## src/core/bmc_pkg.sv

```systemverilog
/*
  Constants for the basic mode control register block: register offset,
  field positions, reset values and timing counts.
  Assumes a 100 MHz device clock.
*/
package bmc_pkg;

  // ****************************************
  // Register map
  // ****************************************
  localparam logic [4:0] BMC_ADDR_CONTROL = 5'h00;
  localparam int BMC_DATA_W = 16;
  localparam int BMC_ADDR_W = 5;

  // ****************************************
  // Field positions
  // ****************************************
  localparam int BMC_BIT_RESET = 15;
  localparam int BMC_BIT_LOOPBACK = 14;
  localparam int BMC_BIT_SPEED = 13;
  localparam int BMC_BIT_AUTONEG = 12;
  localparam int BMC_BIT_POWERDOWN = 11;
  localparam int BMC_BIT_ISOLATE = 10;
  localparam int BMC_BIT_RESTART = 9;
  localparam int BMC_BIT_DUPLEX = 8;
  localparam int BMC_BIT_COLTEST = 7;

  // ****************************************
  // Reset values of the plain control bits
  // ****************************************
  localparam logic BMC_RST_LOOPBACK = 1'b0;
  localparam logic BMC_RST_POWERDOWN = 1'b0;
  localparam logic BMC_RST_ISOLATE = 1'b0;
  localparam logic BMC_RST_COLTEST = 1'b0;
  localparam logic [6:0] BMC_RESERVED_READ = 7'h00;

  // ****************************************
  // Timing
  // ****************************************
  localparam int BMC_CLOCK_MHZ = 100;
  localparam int BMC_LOOPBACK_DEAD_US = 500;
  localparam int BMC_LOOPBACK_DEAD_CYCLES =
    BMC_LOOPBACK_DEAD_US * BMC_CLOCK_MHZ;
  localparam int BMC_SOFT_RESET_CYCLES = 16;
  localparam int BMC_COL_ASSERT_MAX_BIT_TIMES = 512;
  localparam int BMC_COL_DEASSERT_MAX_BIT_TIMES = 4;

endpackage
```

## src/core/bmc_basic_mode_control.sv

```systemverilog
/*
  Basic mode control register of a 10/100 transceiver, with the effect of
  each bit on the port: soft reset, loopback, forced speed and duplex,
  auto-negotiation enable and restart, power down, isolate, collision test.
  Assumes a management frame decoder delivers one-cycle read and write
  strobes with address and data, that an auto-negotiation engine reports
  when a restart has begun, and that strap pins are stable at reset.
*/
// Notes on behaviour
// - Writing one to bit 15 starts soft reset; reads one until done, restraps.
// - Bit 14 loops transmit data back onto the receive path.
// - Loopback entry may blank receive data for up to 500 us.
// - Auto-negotiation off: bit 13 one is 100 Mb/s, zero is 10 Mb/s.
// - Bit 12 enables negotiation, strapped at reset; then bits 8, 13 ignored.
// - Bit 11 powers down the port; registers stay accessible.
// - Bit 10 isolates the port from the MII; management still works.
// - Writing one to bit 9 restarts negotiation; self-clears; ignored if bit 12 zero.
// - Writing zero to bit 9 never disturbs a pending or running restart unless bit 12 is written zero or bit 15 one.
// - Auto-negotiation off: bit 8 one is full duplex, zero is half.
// - Collision test: COL rises within 512 bit times of TX_EN rising.
// - Collision test: COL falls within 4 bit times of TX_EN falling.
// - Bits 6 to 0 ignore writes and read zero.
// - Self-clearing bits accept writes, then clear once their action took hold.
`timescale 1ns/1ns

module bmc_basic_mode_control #(
  parameter int LOOPBACK_DEAD_CYCLES = bmc_pkg::BMC_LOOPBACK_DEAD_CYCLES,
  parameter int SOFT_RESET_CYCLES = bmc_pkg::BMC_SOFT_RESET_CYCLES
) (
  // Clock and reset
  input wire logic clock,
  input wire logic rst,
  // Straps
  input wire logic strapAutoNeg,
  input wire logic strapSpeed100,
  input wire logic strapFullDuplex,
  // Management register port
  input wire logic [bmc_pkg::BMC_ADDR_W-1:0] regAddr,
  input wire logic regWrite,
  input wire logic [bmc_pkg::BMC_DATA_W-1:0] regWriteData,
  input wire logic regRead,
  output logic [bmc_pkg::BMC_DATA_W-1:0] regReadData,
  output logic regReadValid,
  // Auto-negotiation engine
  input wire logic anStarted,
  input wire logic anSpeed100,
  input wire logic anFullDuplex,
  output logic anEnable,
  output logic anRestart,
  // Port control
  output logic softResetActive,
  output logic powerDown,
  output logic speed100,
  output logic fullDuplex,
  // MII transmit side from the MAC
  input wire logic txEn,
  input wire logic [3:0] txd,
  // Receive side from the line
  input wire logic lineRxDv,
  input wire logic [3:0] lineRxd,
  input wire logic lineCol,
  // MII receive side to the MAC
  output logic rxDv,
  output logic [3:0] rxd,
  output logic col,
  output logic miiOutEn
);
  import bmc_pkg::*;

  localparam int DEAD_W = $clog2(LOOPBACK_DEAD_CYCLES + 1);
  localparam int SRST_W = $clog2(SOFT_RESET_CYCLES + 1);

  logic loopback;
  logic speedSel;
  logic autoNeg;
  logic isolate;
  logic duplexSel;
  logic colTest;
  logic loadStraps;
  logic restartPending;
  logic [SRST_W-1:0] srstCount;
  logic [DEAD_W-1:0] deadCount;
  logic writeHit;
  logic [BMC_DATA_W-1:0] controlWord;

  // ****************************************
  // Register access
  // ****************************************
  // Writes during soft reset are dropped; the reset reloads everything
  assign writeHit = regWrite && regAddr == BMC_ADDR_CONTROL
    && !softResetActive;

  // Strap capture at hardware reset release and at soft reset end
  always_ff @(posedge clock or posedge rst) begin
    if (rst) begin
      loadStraps <= 1'b1;
    end else begin
      loadStraps <= softResetActive && srstCount == SRST_W'(1);
    end
  end

  // Soft reset sequencer
  always_ff @(posedge clock or posedge rst) begin
    if (rst) begin
      softResetActive <= 1'b0;
      srstCount <= '0;
    end else if (writeHit && regWriteData[BMC_BIT_RESET]) begin
      softResetActive <= 1'b1;
      srstCount <= SRST_W'(SOFT_RESET_CYCLES);
    end else if (softResetActive) begin
      srstCount <= srstCount - SRST_W'(1);
      if (srstCount == SRST_W'(1)) begin
        softResetActive <= 1'b0;
      end
    end
  end

  // ****************************************
  // Plain read-write bits
  // ****************************************
  // Loopback; a soft reset drops it like every other plain bit
  always_ff @(posedge clock or posedge rst) begin
    if (rst) begin
      loopback <= BMC_RST_LOOPBACK;
    end else if (loadStraps) begin
      loopback <= BMC_RST_LOOPBACK;
    end else if (writeHit) begin
      loopback <= regWriteData[BMC_BIT_LOOPBACK];
    end
  end

  // Power down; the register block itself keeps running
  always_ff @(posedge clock or posedge rst) begin
    if (rst) begin
      powerDown <= BMC_RST_POWERDOWN;
    end else if (loadStraps) begin
      powerDown <= BMC_RST_POWERDOWN;
    end else if (writeHit) begin
      powerDown <= regWriteData[BMC_BIT_POWERDOWN];
    end
  end

  // Isolate; management access is untouched by it
  always_ff @(posedge clock or posedge rst) begin
    if (rst) begin
      isolate <= BMC_RST_ISOLATE;
    end else if (loadStraps) begin
      isolate <= BMC_RST_ISOLATE;
    end else if (writeHit) begin
      isolate <= regWriteData[BMC_BIT_ISOLATE];
    end
  end

  // Collision test
  always_ff @(posedge clock or posedge rst) begin
    if (rst) begin
      colTest <= BMC_RST_COLTEST;
    end else if (loadStraps) begin
      colTest <= BMC_RST_COLTEST;
    end else if (writeHit) begin
      colTest <= regWriteData[BMC_BIT_COLTEST];
    end
  end

  // Forced speed, forced duplex and negotiation enable reload from straps.
  // After hardware reset they read zero for one edge; in soft reset they keep bits 13, 12 and 8 of the write that began it.
  always_ff @(posedge clock or posedge rst) begin
    if (rst) begin
      speedSel <= 1'b0;
      duplexSel <= 1'b0;
      autoNeg <= 1'b0;
    end else if (loadStraps) begin
      speedSel <= strapSpeed100;
      duplexSel <= strapFullDuplex;
      autoNeg <= strapAutoNeg;
    end else if (writeHit) begin
      speedSel <= regWriteData[BMC_BIT_SPEED];
      autoNeg <= regWriteData[BMC_BIT_AUTONEG];
      duplexSel <= regWriteData[BMC_BIT_DUPLEX];
    end
  end

  // Restart request: a written one sets it, the engine's start clears it.
  // A write of zero is no clear at all, and a new set beats the clear.
  always_ff @(posedge clock or posedge rst) begin
    if (rst) begin
      restartPending <= 1'b0;
    end else if (loadStraps) begin
      restartPending <= 1'b0;
    end else if (writeHit && regWriteData[BMC_BIT_RESTART]
        && regWriteData[BMC_BIT_AUTONEG]) begin
      restartPending <= 1'b1;
    end else if (anStarted || !autoNeg) begin
      restartPending <= 1'b0;
    end
  end

  assign controlWord = {
    softResetActive,
    loopback,
    speedSel,
    autoNeg,
    powerDown,
    isolate,
    restartPending,
    duplexSel,
    colTest,
    BMC_RESERVED_READ
  };

  // Read answer flag, one cycle after the read strobe.
  // A read of another address gives no valid; another block answers it.
  always_ff @(posedge clock or posedge rst) begin
    if (rst) begin
      regReadValid <= 1'b0;
    end else begin
      regReadValid <= regRead && regAddr == BMC_ADDR_CONTROL;
    end
  end

  // Read data held in flops; zero between answers keeps a shared bus clean
  always_ff @(posedge clock or posedge rst) begin
    if (rst) begin
      regReadData <= '0;
    end else if (regRead && regAddr == BMC_ADDR_CONTROL) begin
      regReadData <= controlWord;
    end else begin
      regReadData <= '0;
    end
  end

  // ****************************************
  // Mode outputs
  // ****************************************
  assign anEnable = autoNeg;
  assign anRestart = restartPending;
  assign speed100 = autoNeg ? anSpeed100 : speedSel;
  assign fullDuplex = autoNeg ? anFullDuplex : duplexSel;

  // ****************************************
  // Loopback dead time
  // ****************************************
  // Receive stays blank after loopback entry while the descrambler relocks
  always_ff @(posedge clock or posedge rst) begin
    if (rst) begin
      deadCount <= '0;
    end else if (writeHit && regWriteData[BMC_BIT_LOOPBACK] && !loopback) begin
      deadCount <= DEAD_W'(LOOPBACK_DEAD_CYCLES);
    end else if (!loopback) begin
      deadCount <= '0;
    end else if (deadCount != '0) begin
      deadCount <= deadCount - DEAD_W'(1);
    end
  end

  // ****************************************
  // MII receive path and collision
  // ****************************************
  // One cycle of latency meets both collision bounds at either speed
  always_ff @(posedge clock or posedge rst) begin
    if (rst) begin
      rxDv <= 1'b0;
      rxd <= 4'h0;
    end else if (isolate || powerDown || softResetActive) begin
      rxDv <= 1'b0;
      rxd <= 4'h0;
    end else if (loopback) begin
      rxDv <= txEn && deadCount == '0;
      rxd <= deadCount == '0 ? txd : 4'h0;
    end else begin
      rxDv <= lineRxDv;
      rxd <= lineRxd;
    end
  end

  // Collision output, forced quiet while the port is shut off
  always_ff @(posedge clock or posedge rst) begin
    if (rst) begin
      col <= 1'b0;
    end else if (isolate || powerDown || softResetActive) begin
      col <= 1'b0;
    end else if (colTest) begin
      col <= txEn;
    end else begin
      col <= lineCol && !loopback;
    end
  end

  // Pins float toward the MAC while isolated
  assign miiOutEn = !isolate;

endmodule

```

## config.mk

```make
export PLATFORM = sky130hd
export DESIGN_NAME = bmc_basic_mode_control
export DESIGN_NICKNAME = d
export VERILOG_FILES = /design/src/core/bmc_pkg.sv /design/src/core/bmc_basic_mode_control.sv
export SDC_FILE = /design/constraint.sdc
export NUM_CORES = 1
export LEC_CHECK = 0
export ABC_AREA = 1
export BUFFER_PORTS_ARGS = -buffer_cell sky130_fd_sc_hd__buf_2
export CAP_MARGIN = 40
export CORE_ASPECT_RATIO = 2
export CORE_MARGIN = 8
export CORE_UTILIZATION = 45
export DETAILED_ROUTE_END_ITERATION = 7
export GPL_TIMING_DRIVEN = 0
export MAX_ROUTING_LAYER = met4
export PLACE_DENSITY = 0.77
export SYNTH_ARGS = -nofsm -noshare
export SYNTH_HDL_FRONTEND = slang
export SYNTH_SLANG_ARGS = --single-unit
```

## constraint.sdc

```tcl
create_clock -name clock -period 1.4 [get_ports clock]
set_input_delay 0.07 -clock clock [delete_from_list [all_inputs] [get_ports clock]]
set_output_delay 0.07 -clock clock [all_outputs]
set_load 0.02 [all_outputs]
```

# Yosys cells after proc, flatten, opt, wreduce, memory -nomap -nowiden
# Cells that the tools add are included.
[word_totals]
regBits = 54
latchBits = 0
ramBits = 0
romBits = 0
out_inout_bits = 30
wordCells = 80
n_memories = 0
[op_classes]
add_sub_neg = 2
mul = 0
div = 0
order_cmp = 0
n_eq_ne = 2
shift = 0
mux = 35
bitwise_logic = 0
reduce_logical = 24
[op_table]
columns = ["cell", "n"]
rows = [
  ["$mux W16", 4],
  ["$mux W1", 26],
  ["$logic_not A16 Y1", 1],
  ["$reduce_bool A16 Y1", 1],
  ["$sub A16 B1 Y16 const B", 1],
  ["$mux W4", 3],
  ["$logic_and A1 B1 Y1", 11],
  ["$mux W5", 2],
  ["$eq A5 B1 Y1 const B", 1],
  ["$logic_not A5 Y1", 1],
  ["$sub A5 B1 Y5 const B", 1],
  ["$logic_not A1 Y1", 4],
  ["$reduce_bool A2 Y1", 2],
  ["$logic_or A1 B1 Y1", 3],
  ["$ne A3 B1 Y1 const B", 1],
  ["$reduce_bool A3 Y1", 1],
]

# Longest topological paths before layout
[logic_depth]
word_depth = 7
ltp_mapped = 9
ltp_nobuf = 9

# Worst setup path after synthesis
# Ideal clock, no wire load.
[synth_path]
path_kind = "reg2reg"
start = "reg deadCount[0]"
end = "reg deadCount[7]"
arrival_time_ns = 1.288
required_ns = 1.265
path_slack_ns = -0.023
path_stages_with_launch = 9
n_path_buf = 1
period_less_slack_ns = 1.423
path_cell_list = "dfrtp_1 inv_1 ha_1 nand2_4 nor2_8 nand2_4 nor2_4 buf_6 nor3_1"
[synth_via]
elab_chain_len = 4
word_cells_on_any_way = 6
[synth_lines]
columns = ["item", "line_no", "rtl"]
rows = [
  ["start: declaration", "bmc_basic_mode_control.sv:82", "logic [DEAD_W-1:0] deadCount;"],
  ["start signal: assignment", "bmc_basic_mode_control.sv:248", "deadCount <= DEAD_W'(LOOPBACK_DEAD_CYCLES);"],
  ["start signal: assignment", "bmc_basic_mode_control.sv:252", "deadCount <= deadCount - DEAD_W'(1);"],
  ["$sub A16 B1 Y16", "bmc_basic_mode_control.sv:252", ""],
  ["$mux W16", "bmc_basic_mode_control.sv:251", "end else if (deadCount != '0) begin"],
  ["$mux W16", "bmc_basic_mode_control.sv:249", "end else if (!loopback) begin"],
  ["$mux W16", "bmc_basic_mode_control.sv:247", "end else if (writeHit && regWriteData[BMC_BIT_LOOPBACK] && !loopback) begin"],
]
# Several ways; a longest one is shown, not always the timed one. The select of a mux whose other input is x is not followed.
# A chain may end at the register's enable or synchronous reset.

# Final worst setup path
[layout_path]
start = "reg deadCount[1]"
end = "reg deadCount[6]"
# The elaborated chain is that of the path after synthesis.

==> flow_summary.json <==
{
  "status": "complete, but fails checks",
  "violations": "negative setup slack",
  "vias": 2094,
  "die_w_um": 66.8,
  "synthDistinctLibCells": 34,
  "max_freq_mhz": 701,
  "crit_arrival_ns": 1.62,
  "irDropWorstVdd_uv": 1650,
  "critPathKind": "reg2reg",
  "yosys_warnings": 0,
  "grt_max_degree": 36,
  "insertion_delay_ns": 0.31,
  "routed.top_layer": "met4",
  "placed_area_um2": 2730,
  "p_sw_mw": 3.01,
  "p_leak_nw": 1.65,
  "slowest_delay_ns": 0.41,
  "clockBufferDepth": 2,
  "slowest_stage": "dfrtp_1",
  "initialDrtViolationCount": 106,
  "crit_required_ns": 1.59,
  "route.met3.wl_um": 516,
  "finalPower_mw": 6.68,
  "layout_min_cycle_time_ns": 1.43,
  "fin_setup_tns_ns": -0.126,
  "netlist_area_um2": 2330,
  "viasPerCell": 4.95,
  "portBuffers": 57,
  "die_h_um": 118,
  "p_clk_share_pct": 12.2,
  "dr_wl_met2_mm": 2.61,
  "seqPwrFrac_pct": 30.0,
  "first_pass_iters": 4,
  "ios": 72,
  "area_growth_syn_to_layout_pct": 30.6,
  "regArea_um2": 1180,
  "grt_setup_unrepaired": "yes",
  "power_density_nw_per_um2": 2200,
  "syn_area_per_cell_um2": 8.34,
  "routedWlPerCell_um": 13.3,
  "core_um2": 5050,
  "skew_ns": 0.0101,
  "row_count": 37,
  "initial_core_util_pct": 46.1,
  "drt_wl_total_mm": 5.61,
  "ys_seq_elements": 47,
  "hp-class": "in2reg",
  "cts_buffers": 5,
  "cts.sinks": 47,
  "ant_nets": 0,
  "post-dp-hpwl_mm": 4.13,
  "gp_congestion": 0.854,
  "grt_remaining_overflow": 0,
  "clk_pin_slew_worst_paths_ns": 0.09,
  "seq_area_frac_synth_pct": 50.6,
  "hold_violations": 0,
  "start_kind": "register",
  "p_sw_share_pct": 45.0,
  "grt_pass1_wl_mm": 9.24,
  "nets": 409,
  "setup_viol": 9,
  "grt_pass1_vias": 2138,
  "power.internal_mw": 3.67,
  "dp_cells": 401,
  "design.die.area_um2": 7860,
  "antenna_cells": 0,
  "crit_fanout": 5,
  "regToRegSetupSlack_ns": -0.03,
  "stdcell_count": 423,
  "track_usage_pct": 14.9,
  "cts_tree": "done",
  "wl_met1_mm": 2.39,
  "antenna_found_initial": 0,
  "crit_chain": "inv_2 -> ha_4 -> nand2_8 -> nor2_8 -> nand2_4 -> nor2_4 -> buf_6 -> a21oi_1",
  "drive_gt1_share_pct": 34.0,
  "multiInputGateArea_um2": 1060,
  "maxCapViolations": 0,
  "drc": 0,
  "cts_htree_levels": 2,
  "design_area_um2": 3040,
  "ctsRootBufferMaster": "clkbuf_8",
  "end_kind": "register",
  "slew_violations": 0,
  "timing.final.crit_share_pct": 102,
  "synth_cells": 279,
  "fillers": 435,
  "pwr-share-comb_pct": 57.8,
  "fin_ws_ns": -0.0256
}
-- final cells by class --
class	count	area share, %
Clock inverter	2	0.453
Sequential cell	47	38.9
Clock buffer	6	2.39
Tap cell	58	2.39
Multi-Input combinational cell	193	35.1
Buffer	11	2.55
Timing Repair Buffer	72	14.1
Inverter	34	4.20
-- per-stage QoR --
step,util [%],worst slack [ns],hold WS (ns)
detailed placement,54.1,-0.156,0.0373
global route,60.2,-0.0960,0.0215
global placement,53.7,-0.317,0.263
finish,60.2,-0.0256,0.00530
floorplan,-,0.0108,0.157
CTS,58.0,0.00430,0.00367
-- power by group through the flow --
stage	combinational [mW]	clock (mW)	sequential, mW
final	3.86	0.815	2.00
after global routing	4.29	0.888	2.06
after CTS	3.48	0.828	1.98
after detailed placement	3.20	0	1.99
after global placement	3.09	0	1.98
after floorplan	2.38	0	2.09
-- path summary, 6_finish.rpt --
check	from	end	depth (start not counted)
worst max-delay path	deadCount[1]	deadCount[6]	8
worst min-delay path	regWriteData[13]	speedSel	3
worst max register to register	deadCount[1]	deadCount[6]	8
worst min register to register	srstCount[4]	loadStraps	3
max in group asynchronous	rst	loadStraps	4
min in group asynchronous	rst	deadCount[0]	3
-- synth_stat cells --
cell type | number | area [um^2]
a21o_1 | 2 | 15.0
a21oi_1 | 13 | 65.1
buf_2 | 1 | 5.00
buf_4 | 7 | 52.6
buf_6 | 1 | 11.3
clkbuf_1 | 2 | 7.51
conb_1 | 1 | 3.75
dfrtp_1 | 46 | 1150
dfstp_2 | 1 | 26.3
ha_1 | 3 | 37.5
inv_1 | 30 | 113
inv_2 | 4 | 15.0
nand2_1 | 55 | 206
nand2_2 | 1 | 6.26
nand2_4 | 2 | 22.5
nand3_1 | 22 | 110
nand3b_1 | 1 | 7.51
nand4_1 | 8 | 50.1
nor2_1 | 39 | 146
nor2_2 | 3 | 18.8
nor2_4 | 2 | 22.5
nor2_8 | 1 | 20.0
nor3_1 | 4 | 20.0
nor3_2 | 1 | 10.0
nor4_1 | 1 | 6.26
o211ai_1 | 2 | 15.0
o21ai_0 | 6 | 30.0
o21ai_1 | 8 | 40.0
o21bai_1 | 1 | 7.51
or2_0 | 2 | 12.5
or2_1 | 1 | 6.26
or2_2 | 2 | 12.5
xnor2_1 | 4 | 35.0
xor2_1 | 2 | 17.5
-- worst max-delay path, delay by kind of cell (launching register included) --
family | cells | cell delay, ns
compound gates | 1 | 0.04
fa+ha+maj | 1 | 0.18
simple gates | 4 | 0.45
buf+inv | 2 | 0.23
flops | 1 | 0.41
-- placed cells by master (no fill, tap or decap), types with 3 or more instances in the layout --
master,count
a21oi_1,9
o21ai_0,6
nand4_1,8
conb_1,7
a21oi_2,4
xnor2_1,4
inv_1,26
nor2_4,6
dfrtp_2,3
inv_2,8
nor3_1,3
clkbuf_8,5
buf_2,58
buf_4,15
nand3_1,20
o21ai_1,8
dfrtp_1,43
dlygate4sd3_1,5
nand2_1,54
nor2_1,32
nor2_2,6
-- repair_timing --
item / in CTS / in global routing
setup buffers: 4 / 4
cloned: 0 / 1
gates resized for setup: 8 / 25
pin swaps: 2 / 9
setup endpoints to repair: 14 / 18
endpoints found under the hold margin: 16 / 0
hold buffers: 5 / 0
-- state kept, by name, indices dropped and copies added, names as in the netlist, 4 cells and up --
register	flops
deadCount	16
rxd	4
srstCount	5
regReadData	9
-- metal layers --
metal	track usage, %	vias to the layer above
met2	22.0	86
met1	18.7	955
met5	-	-
li1	-	1044
met4	4.85	0
met3	4.67	9
-- cells by family (layout without fill, tap and decap cells) --
| kind of cell | Yosys count | after routing | synth area share, % |
|---|---|---|---|
| DFF | 47 | 47 | 50.6 |
| xor gates and xnor gates | 6 | 6 | 2.26 |
| other | 1 | 7 | 0.161 |
| and+or+nand+nor | 145 | 145 | 29.2 |
| AOI/OAI and AO/OA | 32 | 32 | 7.42 |
| adders and majority gates | 3 | 3 | 1.61 |
| buffers and inverters | 45 | 125 | 8.77 |
Note: power is estimated with default switching activity, not from simulation.
